## src/cpu_pkg.sv

```systemverilog
// Purpose: Shared constants for the 16-bit operand-mode processor core
// Assumes: Word-wide memory bus with byte enables, one-cycle read data
// Notes: Reset program counter value is a plain default
package cpu_pkg;
	localparam int XLEN = 16;
	localparam int NREG = 16;
	localparam logic [3:0] REG_PC = 4'h0;
	localparam logic [3:0] REG_SP = 4'h1;
	localparam logic [3:0] REG_SR = 4'h2;
	localparam logic [3:0] REG_CG = 4'h3;
	localparam logic [3:0] REG_GP_FIRST = 4'h4;
	localparam logic [15:0] RESET_PC = 16'h0000;
	localparam logic [15:0] RESET_REG = 16'h0000;
	localparam logic [15:0] STEP_WORD = 16'h0002;
	localparam logic [15:0] STEP_BYTE = 16'h0001;
	// Status bit positions
	localparam int SR_C = 0;
	localparam int SR_Z = 1;
	localparam int SR_N = 2;
	localparam int SR_V = 8;
	// Addressing mode field
	localparam logic [1:0] AS_REG = 2'h0;
	localparam logic [1:0] AS_IDX = 2'h1;
	localparam logic [1:0] AS_IND = 2'h2;
	localparam logic [1:0] AS_INC = 2'h3;
	// Constant source values
	localparam logic [15:0] CG_ZERO = 16'h0000;
	localparam logic [15:0] CG_ONE = 16'h0001;
	localparam logic [15:0] CG_TWO = 16'h0002;
	localparam logic [15:0] CG_FOUR = 16'h0004;
	localparam logic [15:0] CG_EIGHT = 16'h0008;
	localparam logic [15:0] CG_ALL = 16'hFFFF;
	// Operation codes: single-operand 0..3, dual-operand 4..F
	localparam logic [3:0] OP_RRC = 4'h0;
	localparam logic [3:0] OP_SWPB = 4'h1;
	localparam logic [3:0] OP_RRA = 4'h2;
	localparam logic [3:0] OP_SXT = 4'h3;
	localparam logic [3:0] OP_MOVE = 4'h4;
	localparam logic [3:0] OP_ADD = 4'h5;
	localparam logic [3:0] OP_ADDC = 4'h6;
	localparam logic [3:0] OP_SUBC = 4'h7;
	localparam logic [3:0] OP_SUB = 4'h8;
	localparam logic [3:0] OP_CMP = 4'h9;
	localparam logic [3:0] OP_DADD = 4'hA;
	localparam logic [3:0] OP_BIT = 4'hB;
	localparam logic [3:0] OP_BIC = 4'hC;
	localparam logic [3:0] OP_BIS = 4'hD;
	localparam logic [3:0] OP_XOR = 4'hE;
	localparam logic [3:0] OP_AND = 4'hF;
	// Single-operand format and jump prefix
	localparam logic [5:0] F2_PREFIX = 6'h04;
	localparam logic [2:0] F2_PUSH = 3'h4;
	localparam logic [2:0] F2_CALL = 3'h5;
	localparam logic [2:0] F2_RETI = 3'h6;
	localparam logic [2:0] JMP_PREFIX = 3'h1;
	// Jump conditions
	localparam logic [2:0] J_NE = 3'h0;
	localparam logic [2:0] J_EQ = 3'h1;
	localparam logic [2:0] J_NC = 3'h2;
	localparam logic [2:0] J_C = 3'h3;
	localparam logic [2:0] J_N = 3'h4;
	localparam logic [2:0] J_GE = 3'h5;
	localparam logic [2:0] J_L = 3'h6;
	localparam logic [2:0] J_MP = 3'h7;
	localparam logic [1:0] BE_WORD = 2'h3;
	localparam logic [1:0] BE_LOW = 2'h1;
	localparam logic [1:0] BE_HIGH = 2'h2;
	typedef enum logic [2:0] {
		S_FETCH = 3'b000,
		S_EXEC = 3'b001,
		S_SRCX = 3'b010,
		S_SRCM = 3'b011,
		S_DSTX = 3'b100,
		S_DSTM = 3'b101,
		S_POPSR = 3'b110,
		S_POPPC = 3'b111
	} state_e;
endpackage
```

## src/alu16.sv

```systemverilog
// Purpose: Word and byte arithmetic unit of the processor core
// Assumes: Operation codes from cpu_pkg
// Notes: Purely combinational
`timescale 1ns/100ps
`default_nettype none
module alu16 (
	// Operation
	input wire logic [3:0] i_op,
	input wire logic i_byte,
	input wire logic i_carry,
	// Operands
	input wire logic [15:0] i_src,
	input wire logic [15:0] i_dst,
	// Result
	output logic [15:0] o_res,
	output logic [3:0] o_flags,
	output logic o_flag_we,
	output logic o_wb
);
	import cpu_pkg::*;
	logic [15:0] msk, s, d, a, r, dec;
	logic [16:0] sum;
	logic [4:0] dig;
	logic cin, is_sub, c, v, dc, dec_c8, z, n;
	assign msk = i_byte ? 16'h00FF : 16'hFFFF;
	assign s = i_src & msk;
	assign d = i_dst & msk;
	assign is_sub = (i_op == OP_SUB) || (i_op == OP_SUBC) || (i_op == OP_CMP);
	assign a = is_sub ? (~s & msk) : s;
	assign cin = (i_op == OP_ADD) ? 1'b0 :
		((i_op == OP_SUB) || (i_op == OP_CMP)) ? 1'b1 : i_carry;
	assign sum = {1'b0, a} + {1'b0, d} + {16'h0000, cin};
	// Decimal add, nibble by nibble
	always_comb begin
		dig = 5'h00;
		dc = i_carry;
		dec = 16'h0000;
		dec_c8 = 1'b0;
		for (int i = 0; i < 4; i++) begin
			dig = {1'b0, s[4*i +: 4]} + {1'b0, d[4*i +: 4]} + {4'h0, dc};
			dc = dig > 5'h09;
			if (dc) begin
				dig = dig + 5'h06;
			end
			dec[4*i +: 4] = dig[3:0];
			if (i == 1) begin
				dec_c8 = dc;
			end
		end
	end
	always_comb begin
		r = 16'h0000;
		c = i_carry;
		v = 1'b0;
		case (i_op)
			OP_RRC: begin
				r = (d >> 1) | (i_byte ? {8'h00, i_carry, 7'h00} : {i_carry, 15'h0000});
				c = d[0];
			end
			OP_RRA: begin
				r = (d >> 1) | (i_byte ? {8'h00, d[7], 7'h00} : {d[15], 15'h0000});
				c = d[0];
			end
			OP_SWPB: r = {i_dst[7:0], i_dst[15:8]};
			OP_SXT: begin
				r = {{8{i_dst[7]}}, i_dst[7:0]};
				c = r != 16'h0000;
			end
			OP_MOVE: r = s;
			OP_DADD: begin
				r = dec;
				c = i_byte ? dec_c8 : dc;
			end
			OP_BIC: r = d & ~s;
			OP_BIS: r = d | s;
			OP_XOR: begin
				r = d ^ s;
				c = (r & msk) != 16'h0000;
				v = i_byte ? (s[7] & d[7]) : (s[15] & d[15]);
			end
			OP_AND, OP_BIT: begin
				r = d & s;
				c = (r & msk) != 16'h0000;
			end
			default: begin
				r = sum[15:0];
				c = i_byte ? sum[8] : sum[16];
				v = i_byte ? ((a[7] == d[7]) && (sum[7] != d[7])) :
					((a[15] == d[15]) && (sum[15] != d[15]));
			end
		endcase
	end
	assign o_res = r & msk;
	assign z = (r & msk) == 16'h0000;
	assign n = i_byte ? r[7] : r[15];
	assign o_flags = {v, n, z, c};
	assign o_flag_we = !((i_op == OP_MOVE) || (i_op == OP_BIC) || (i_op == OP_BIS) ||
		(i_op == OP_SWPB));
	assign o_wb = !((i_op == OP_CMP) || (i_op == OP_BIT));
endmodule
`default_nettype wire

```

## src/cpu_core.sv

```systemverilog
// Purpose: 16-bit processor core with operand addressing-mode decoder
// Assumes: Memory answers a read with data in the same cycle as the request
// Notes: Reset vectoring and interrupts are outside this block
// What this block does
// - Sixteen 16-bit registers, 0 to 15, all addressable as operands.
// - Register-to-register instructions finish in one clock cycle.
// - Registers 0..3 are program counter, stack pointer, status, constant source.
// - Registers 4 to 15 are general-purpose storage.
// - Seven source modes; destinations only register, indexed, symbolic, absolute.
// - Non-flow operations are register operations plus operand addressing modes.
// - Twenty-seven instructions in three instruction word formats.
// - Instructions other than jumps, call and return work on word or byte data per their encoding.
// - Dual-operand result written back into the destination location, except compare and bit test.
// - Single-operand names destination; call pushes program counter then jumps.
// - Relative jumps, conditional or not; not-equal jumps only when zero is 0.
// - Autoincrement reads at register address, then adds 2 for words.
// - Peripherals and memory are reached over the data, address, control buses.
`timescale 1ns/100ps
`default_nettype none
module cpu_core (
	// Clock and reset
	input wire logic i_ref_clk,
	input wire logic i_resetn,
	// Memory and peripheral bus
	input wire logic [cpu_pkg::XLEN-1:0] i_mem_rdata,
	output logic [cpu_pkg::XLEN-1:0] o_mem_addr,
	output logic [cpu_pkg::XLEN-1:0] o_mem_wdata,
	output logic [1:0] o_mem_be,
	output logic o_mem_rd,
	output logic o_mem_wr
);
	import cpu_pkg::*;
	logic [15:0] rf [NREG];
	logic [15:0] next_rf [NREG];
	logic [15:0] ir, ea, src_val, next_ir, next_ea, next_src, next_addr, next_wdata;
	logic [1:0] next_be;
	logic next_rd, next_wr, fetch;
	state_e state, next_state;
	// Decode
	wire [15:0] instr = (state == S_EXEC) ? i_mem_rdata : ir;
	wire [15:0] pc = rf[REG_PC];
	wire [15:0] sp = rf[REG_SP];
	wire [15:0] sr = rf[REG_SR];
	wire is_jmp = instr[15:13] == JMP_PREFIX;
	wire is_f1 = instr[15:12] >= OP_MOVE;
	wire is_f2 = instr[15:10] == F2_PREFIX;
	wire [2:0] f2_opc = instr[9:7];
	wire is_reti = is_f2 && (f2_opc == F2_RETI);
	wire is_legal = is_f1 || (is_f2 && (f2_opc <= F2_CALL));
	wire [3:0] src_reg = is_f2 ? instr[3:0] : instr[11:8];
	wire [3:0] dst_reg = instr[3:0];
	wire [1:0] as = instr[5:4];
	wire ad = instr[7] && is_f1;
	wire bw = instr[6];
	wire [2:0] jcond = instr[12:10];
	wire is_cg = (src_reg == REG_CG) || ((src_reg == REG_SR) && as[1]);
	wire src_direct = (as == AS_REG) || is_cg;
	wire [15:0] cg_val = (src_reg == REG_SR) ? (as[0] ? CG_EIGHT : CG_FOUR) :
		(as == AS_REG) ? CG_ZERO : (as == AS_IDX) ? CG_ONE : (as == AS_IND) ? CG_TWO : CG_ALL;
	wire [15:0] opnd_direct = is_cg ? cg_val : rf[src_reg];
	wire [15:0] mem_byte = bw ? {8'h00, ea[0] ? i_mem_rdata[15:8] : i_mem_rdata[7:0]} :
		i_mem_rdata;
	wire [15:0] src_now = (state == S_EXEC) ? opnd_direct : (state == S_SRCM) ? mem_byte :
		src_val;
	wire [15:0] inc_step = (bw && (src_reg != REG_PC) && (src_reg != REG_SP)) ? STEP_BYTE :
		STEP_WORD;
	wire [15:0] src_base = (src_reg == REG_SR) ? CG_ZERO :
		(src_reg == REG_PC) ? pc - STEP_WORD : rf[src_reg];
	wire [15:0] dst_base = (dst_reg == REG_SR) ? CG_ZERO :
		(dst_reg == REG_PC) ? pc - STEP_WORD : rf[dst_reg];
	wire [15:0] sp_dec = sp - STEP_WORD;
	wire [15:0] jmp_off = {{5{instr[9]}}, instr[9:0], 1'b0};
	wire jmp_taken = (jcond == J_NE) ? !sr[SR_Z] : (jcond == J_EQ) ? sr[SR_Z] :
		(jcond == J_NC) ? !sr[SR_C] : (jcond == J_C) ? sr[SR_C] :
		(jcond == J_N) ? sr[SR_N] : (jcond == J_GE) ? !(sr[SR_N] ^ sr[SR_V]) :
		(jcond == J_L) ? (sr[SR_N] ^ sr[SR_V]) : 1'b1;
	wire after_src = ((state == S_EXEC) && !is_jmp && is_legal && !is_reti && src_direct) ||
		(state == S_SRCM);
	wire is_push = is_f2 && ((f2_opc == F2_PUSH) || (f2_opc == F2_CALL));
	wire is_call = is_f2 && (f2_opc == F2_CALL);
	wire exec_now = (after_src && (is_f1 ? !ad : !f2_opc[2])) || (state == S_DSTM);
	// Arithmetic unit
	wire [3:0] alu_op = is_f2 ? {2'b00, f2_opc[1:0]} : instr[15:12];
	wire [15:0] alu_dst = is_f2 ? src_now : (state == S_DSTM) ? mem_byte : rf[dst_reg];
	wire [15:0] alu_res;
	wire [3:0] alu_flags;
	wire alu_flag_we, alu_wb;
	wire [15:0] wdata_res = bw ? {alu_res[7:0], alu_res[7:0]} : alu_res;
	wire [1:0] be_res = bw ? (ea[0] ? BE_HIGH : BE_LOW) : BE_WORD;
	alu16 u_alu (
		.i_op(alu_op),
		.i_byte(bw),
		.i_carry(sr[SR_C]),
		.i_src(src_now),
		.i_dst(alu_dst),
		.o_res(alu_res),
		.o_flags(alu_flags),
		.o_flag_we(alu_flag_we),
		.o_wb(alu_wb)
	);
	// Sequencer
	always_comb begin
		next_rf = rf;
		next_state = state;
		next_addr = o_mem_addr;
		next_wdata = o_mem_wdata;
		next_be = o_mem_be;
		next_rd = 1'b0;
		next_wr = 1'b0;
		next_ir = ir;
		next_ea = ea;
		next_src = src_now;
		fetch = 1'b0;
		if (exec_now && alu_flag_we) begin
			next_rf[REG_SR][SR_N:SR_C] = alu_flags[2:0];
			next_rf[REG_SR][SR_V] = alu_flags[3];
		end
		case (state)
			S_FETCH: fetch = 1'b1;
			S_EXEC: begin
				next_ir = i_mem_rdata;
				if (is_reti) begin
					next_addr = sp;
					next_rd = 1'b1;
					next_rf[REG_SP] = sp + STEP_WORD;
					next_state = S_POPSR;
				end else if (is_jmp || !is_legal) begin
					next_rf[REG_PC] = (is_jmp && jmp_taken) ? pc + jmp_off : pc;
					fetch = 1'b1;
				end else if (as == AS_IDX && !is_cg) begin
					next_addr = pc;
					next_rd = 1'b1;
					next_rf[REG_PC] = pc + STEP_WORD;
					next_state = S_SRCX;
				end else if (!src_direct) begin
					next_addr = rf[src_reg];
					next_ea = rf[src_reg];
					next_rd = 1'b1;
					if (as == AS_INC) begin
						next_rf[src_reg] = rf[src_reg] + inc_step;
					end
					next_state = S_SRCM;
				end
			end
			S_SRCX: begin
				next_ea = i_mem_rdata + src_base;
				next_addr = i_mem_rdata + src_base;
				next_rd = 1'b1;
				next_state = S_SRCM;
			end
			S_DSTX: begin
				next_ea = i_mem_rdata + dst_base;
				next_addr = i_mem_rdata + dst_base;
				next_rd = 1'b1;
				next_state = S_DSTM;
			end
			S_DSTM: begin
				if (alu_wb) begin
					next_addr = ea;
					next_wdata = wdata_res;
					next_be = be_res;
					next_wr = 1'b1;
					next_state = S_FETCH;
				end else begin
					fetch = 1'b1;
				end
			end
			S_POPSR: begin
				next_rf[REG_SR] = i_mem_rdata;
				next_addr = sp;
				next_rd = 1'b1;
				next_rf[REG_SP] = sp + STEP_WORD;
				next_state = S_POPPC;
			end
			S_POPPC: begin
				next_rf[REG_PC] = i_mem_rdata;
				fetch = 1'b1;
			end
			default: ;
		endcase
		if (after_src) begin
			if (is_f1 && !ad) begin
				if (alu_wb && dst_reg != REG_CG) begin
					next_rf[dst_reg] = alu_res;
				end
				fetch = 1'b1;
			end else if (is_f1) begin
				next_addr = pc;
				next_rd = 1'b1;
				next_rf[REG_PC] = pc + STEP_WORD;
				next_state = S_DSTX;
			end else if (is_push) begin
				next_rf[REG_SP] = sp_dec;
				next_addr = sp_dec;
				next_wr = 1'b1;
				next_wdata = is_call ? pc : (bw ? {src_now[7:0], src_now[7:0]} : src_now);
				next_be = (bw && !is_call) ? BE_LOW : BE_WORD;
				next_rf[REG_PC] = is_call ? src_now : pc;
				next_state = S_FETCH;
			end else if (state == S_EXEC) begin
				if (!is_cg) begin
					next_rf[src_reg] = alu_res;
				end
				fetch = 1'b1;
			end else begin
				next_addr = ea;
				next_wdata = wdata_res;
				next_be = be_res;
				next_wr = 1'b1;
				next_state = S_FETCH;
			end
		end
		if (fetch) begin
			next_addr = next_rf[REG_PC];
			next_rd = 1'b1;
			next_rf[REG_PC] = next_rf[REG_PC] + STEP_WORD;
			next_state = S_EXEC;
		end
		next_rf[REG_CG] = RESET_REG;
	end
	always_ff @(posedge i_ref_clk or negedge i_resetn) begin
		if (!i_resetn) begin
			rf <= '{default: RESET_REG};
			rf[REG_PC] <= RESET_PC;
			state <= S_FETCH;
			ir <= RESET_REG;
			ea <= RESET_REG;
			src_val <= RESET_REG;
		end else begin
			rf <= next_rf;
			state <= next_state;
			ir <= next_ir;
			ea <= next_ea;
			src_val <= next_src;
		end
	end
	always_ff @(posedge i_ref_clk or negedge i_resetn) begin
		if (!i_resetn) begin
			o_mem_addr <= RESET_REG;
			o_mem_wdata <= RESET_REG;
			o_mem_be <= BE_WORD;
			o_mem_rd <= 1'b0;
			o_mem_wr <= 1'b0;
		end else begin
			o_mem_addr <= next_addr;
			o_mem_wdata <= next_wdata;
			o_mem_be <= next_be;
			o_mem_rd <= next_rd;
			o_mem_wr <= next_wr;
		end
	end
endmodule
`default_nettype wire

```

## config.mk

```make
export PLATFORM = sky130hd
export DESIGN_NAME = cpu_core
export DESIGN_NICKNAME = d
export VERILOG_FILES = /design/src/cpu_pkg.sv /design/src/alu16.sv /design/src/cpu_core.sv
export SDC_FILE = /design/constraint.sdc
export NUM_CORES = 2
export LEC_CHECK = 0
export BUFFER_PORTS_ARGS = -buffer_cell sky130_fd_sc_hd__buf_2
export CAP_MARGIN = 40
export CORE_UTILIZATION = 38
export CTS_CLUSTER_DIAMETER = 100
export DETAILED_ROUTE_END_ITERATION = 10
export SYNTH_ARGS = -nofsm -noshare
export SYNTH_HDL_FRONTEND = slang
export SYNTH_SLANG_ARGS = --single-unit
export TNS_END_PERCENT = 1
```

## constraint.sdc

```tcl
create_clock -name i_ref_clk -period 10.2 [get_ports i_ref_clk]
set_input_delay 1.02 -clock i_ref_clk [delete_from_list [all_inputs] [get_ports i_ref_clk]]
set_output_delay 1.02 -clock i_ref_clk [all_outputs]
set_load 0.02 [all_outputs]
```

After elaboration in Yosys (flattened, before gate mapping)
Index checks and enable logic that the tools add are counted.
- add/subtract/negate cells: 23
- order comparisons: 10
- eq/ne operators: 48
- multiplexer cells: 159
- bitwise operators: 18
- reduce and logical (&&, ||, !) cells: 68
- operators with widths (cell ; number):
    two-way mux 256 bit ; 7
    two-way mux 16 bit ; 58
    bitwise mux 256 bit ; 3
    two-way mux 240 bit ; 3
    two-way mux 224 bit ; 2
    two-way mux 208 bit ; 1
    one-hot mux 16 bit (10 select lines) ; 1
    bitwise AND 16 bit ; 8
    binary-select mux 16 bit (select 4 bit) ; 2
    demux 16 bit (select 4 bit) ; 2
    one-hot mux 16 bit (5 select lines) ; 1
    one-hot mux 32 bit (2 select lines) ; 1
    adder 16 bit ; 3
    adder 16 x 2 -> 16 bit (second input constant) ; 3
    one-hot mux 16 bit (3 select lines) ; 1
    nonzero test 16 bit ; 3
    two-way mux 1 bit ; 39
    two-way mux 3 bit ; 12
    equality test 4 bit (second input constant) ; 8
    two-way mux 32 bit ; 1
    bitwise OR 15 x 16 -> 16 bit ; 2
    one-hot mux 16 bit (2 select lines) ; 1
    subtractor 16 x 2 -> 16 bit (second input constant) ; 2
    equality test 3 bit (second input constant) ; 10
    other kinds (51) ; 152
- bits in registers: 327
- input bits: 18
- output and inout bits: 36
- logic and storage cells: 350

Longest topological paths before layout
- word-level depth: 42
- mapped depth: 53
- depth with buffers taken out: 48

By module
Synthesis repeated with hierarchy kept, for this count alone.
- cell total of the unflattened synthesis: 4696
- area total of the unflattened synthesis: 33885.0 um^2
- modules (own cells, without submodules) (module ; times used ; cells an instance ; area each (um^2) ; seq. area each (um^2)):
    cpu_core ; 1 ; 4113 ; 29754.8 ; 8185.4
    alu16 ; 1 ; 583 ; 4130.2 ; 0.0

Least setup slack after synthesis
Ideal clock, no wire load.
- path kind: input to register
- from: input port i_mem_rdata[12] (netlist name)
- to: register rf, in the netlist pc[15]
- library setup time: 0.079 ns
- arrival: 11.351 ns
- data required time: 10.121 ns
- path slack: -1.230 ns
- stages on the path: 46
- path buffers: 4
- path through: buf_2 nor4b_2 buf_2 nand3_1 nand2_1 clkbuf_1 buf_2 o221ai_1 a222oi_1 a211oi_1 nor2_1 ha_1 and4_1 a211oi_1 o41a_1 o211ai_1 o21a_1 fa_1 (+10 left out) o21ai_0 fa_1 fa_1 xnor2_1 ha_1 nor2b_1 a31oi_1 a221o_1 mux2i_1 a21oi_1 o311a_1 o221ai_1 a21boi_0 o21ai_0 a21oi_1 nor2_1 nand3_1 xor2_1
- RTL lines (what ; line ; text):
    start: declaration ; cpu_core.sv:25 ; input wire logic [cpu_pkg::XLEN-1:0] i_mem_rdata,
    end signal: assignment ; cpu_core.sv:230 ; rf <= next_rf;
    end: declaration ; cpu_core.sv:33 ; logic [15:0] rf [NREG];

==> parameters.txt <==
Parameter                              Value

Floorplanning
  Die Footprint    94400 µm²
  Chip width    307 µm
  Row count    111
  Die height    307 µm
  Core Box Area    91900 µm²
  IO Count    54
  Starting density of the core    38.5%

Worst setup path
  Most frequent cell on the critical path    fa_2
  Crit path required time    10.75 ns
  Worst path max stage delay    0.52 ns
  Type of destination of the critical path    flip-flop
  Startpoint kind of the worst setup timing path    flip-flop
  Critical path start-end classification    reg -> reg
  Crit path arrival time    10.92 ns
  Critical path fanouts, max    18
  Critical path's slowest cell    or3b_4

Route
  Remaining design rule violation count    0
  Routed wire per std cell    39.2 µm
  Detail Route Antenna Nets    0
  Number of search-and-repair iterations in the first detailed-routing pass    8
  Via count    46700
  Final wirelength    257000 µm
  Violation count after the first detailed-route iteration    8017
  Via/cell ratio    7.10

Final layout
  Net count, final    5431
  Area delta synth->final    24.3%
  Filler cell count    9311
  Ratio of cells with drive above 1 in the final layout    21.5%
  Commonest cells after routing, fill and taps aside    nand2_1, buf_4, o21ai_0, nor2_1, a21oi_1
  Most common cell after layout, fill and taps aside    nand2_1

Yosys
  Synthesis warning total    0
  Synthesized cell area    35400 µm²
  Area share of and/or/nand/nor cells after synthesis    20.3%
  Mux share of post-synthesis cell area    7.06%
  Leading register cell type out of synthesis    dfrtp_1
  Cells after Synth    4885
  Count of state elements after synthesis    327
  Post-synth EDFFs    0
  Synthesized netlist net count    5034
  Async S/R FF share, synth    100%
  Synth Area per Inst    7.25 µm²
  XOR/XNOR share of the synthesized area    3.59%
  Synth Area in Compound Gates    34.1%
  Distinct cell type count of the synthesized netlist    108
  Adder-Cell Fraction of Synth Area    4.91%
  Sequential cell area fraction in the yosys report    23.1%
  Dominant combinational cell family by area after synthesis    compound AO/OA/AOI/OAI gates

GRT
  Via count of the first global-routing pass    42100
  Total congestion overflow after global routing    0
  Initial antenna violation count    18
  Largest net degree at the start of global routing    110
  GR Util All Layers    52.9%
  Wire length of the first global-routing pass    349000 µm

Outcome
  Run status    finished, violations left
  Violations in the final reports    setup timing

Clock tree
  Clk buf depth    3
  Number of H-tree levels    2
  Number of buffers created by CTS    46
  Number of clock sinks    327
  Clock-pin slew of the registers on the worst-case setup and hold paths    0.06 ns
  Clock tree root buffer cell    clkbuf_16
  Skew-Pair Late Insertion Delay    0.67 ns
  CTS hold repair buffers    0
  Clock tree from TritonCTS    built

STA
  Final period demand of the worst path    10.36 ns
  Final Hold Violating Endpoints    0
  Setup repair after global routing missed its margin    yes
  Worst clock skew    0.0239 ns
  Share of the clock period used by the worst path    102%
  Number of pins with negative max-slew slack in the final report    0
  Minimum setup slack in the final design    -0.161 ns
  Transition at the pin with the smallest max-transition slack    1.08 ns
  Final setup violation count    9
  Post-route setup TNS    -0.847 ns
  Max-Slew Margin vs Limit    28.3%
  Fmax    0.0965 GHz

Placement
  Worst slack, placed    -1.03 ns
  Hpwl dp    193000 µm
  Final Wtd Congestion    1.11
  Number of buffer cells added on primary ports    53

Run
  MaxCap Viol Count    0

Hold path
  Worst min path class    in -> async
worst paths after layout:
check                            start     endpoint  slack, ns  cells past startpoint
min in group i_ref_clk     o_mem_be[0]  o_mem_be[0]       0.51                      1
max in group asynchronous     i_resetn      rf[143]       7.98                      4
hold / removal                i_resetn      rf[188]       0.41                      1
hold reg to reg            o_mem_be[0]  o_mem_be[0]       0.51                      1
setup reg to reg              state[1]       sp[14]      -0.16                     50
setup / recovery              state[1]       sp[14]      -0.16                     50
sequential cells by signal (all words and copies together) (netlist names), 3 cells and up:
register,cells
sr,16
src_val,16
o_mem_wdata,16
o_mem_addr,16
pc,16
rf,192
state,3
ir,16
ea,16
sp,16
metrics by stage:
| step | hold slack (ns) | util, % | area, µm² | cells |
|---|---|---|---|---|
| 6_report | 0.408 | 47.9 | 44000 | 6572 |
| 5_1_grt | 0.482 | 47.9 | 44000 | 6562 |
| 4_1_cts | 0.452 | 46.9 | 43200 | 6523 |
| 3_5_place_dp | 0.491 | 44.7 | 41100 | 6425 |
| 3_3_place_gp | 0.484 | 44.6 | 41000 | 6407 |
| 2_1_floorplan | 0.505 | - | 35500 | 4885 |
cell usage after synthesis, drive strengths merged, types with 14 or more instances:
master / count / area, µm²
xnor2: 99 / 867
a21oi: 368 / 1860
xor2: 46 / 403
a21o: 41 / 308
and2: 26 / 163
or3: 24 / 150
a22oi: 37 / 283
nor3: 95 / 480
a221o: 14 / 140
nor3b: 15 / 123
o22ai: 89 / 563
a22o: 17 / 149
mux2: 53 / 597
dfrtp: 325 / 8130
nand2: 674 / 2530
a222oi: 14 / 140
nor2b: 15 / 93.8
or2: 19 / 119
a221oi: 43 / 413
o21bai: 17 / 128
nor2: 432 / 1630
buf: 111 / 578
o221ai: 45 / 394
and3: 43 / 269
clkbuf: 308 / 1160
a32oi: 20 / 175
o211ai: 132 / 996
nand2b: 22 / 138
o21a: 19 / 143
inv: 181 / 679
o21ai: 455 / 2280
nor4: 32 / 213
o31ai: 25 / 188
nand3: 146 / 736
mux2i: 185 / 1860
a311oi: 19 / 179
a211oi: 233 / 1780
o2111ai: 20 / 175
a31oi: 86 / 538
ha: 118 / 1480
nand4: 37 / 231
a2111oi: 20 / 210
cells by family after synthesis:
logic type,Yosys count
flops,327
simple gates,1615
mux,240
buf+inv,602
fa+ha+maj,131
compound gates,1825
xor+xnor,145
final cells by class:
type,count,area [µm²],area share (%)
multi-input combinational,3957,25800,58.5
sequential,327,8190,18.6
timing repair buffer,767,6090,13.8
tap,1243,1560,3.53
clock buffer,54,1210,2.75
inverter,183,693,1.57
clock inverter,31,489,1.11
antenna,10,25.0,0.0568
worst max-delay path, delay by kind of cell (launching register included):
| kind | cells | cell delay, ns |
|---|---|---|
| compound gates | 20 | 3.58 |
| simple gates | 7 | 1.58 |
| xor+xnor | 1 | 0.18 |
| flops | 1 | 0.43 |
| mux | 1 | 0.11 |
| buf+inv | 13 | 1.64 |
| fa+ha+maj | 8 | 2.72 |
what timing repair did:
item	CTS	global route
gates cloned	1	1
resized for setup	55	128
pin swaps	13	62
endpoints found under the setup margin	53	56
buffers inserted	12	33
per-layer routing:
layer | part of all wire [%] | vias to the layer above | track usage (%)
met5 | 0.13 | - | 1.81
met4 | 8.4 | 28 | 35.2
met3 | 15 | 1050 | 22.2
met2 | 38 | 4053 | 70.0
met1 | 38 | 22600 | 68.9
li1 | - | 18900 | -
Power is not shown: default switching activity piles up to over one toggle a cycle in this logic, so the estimate is an artifact.
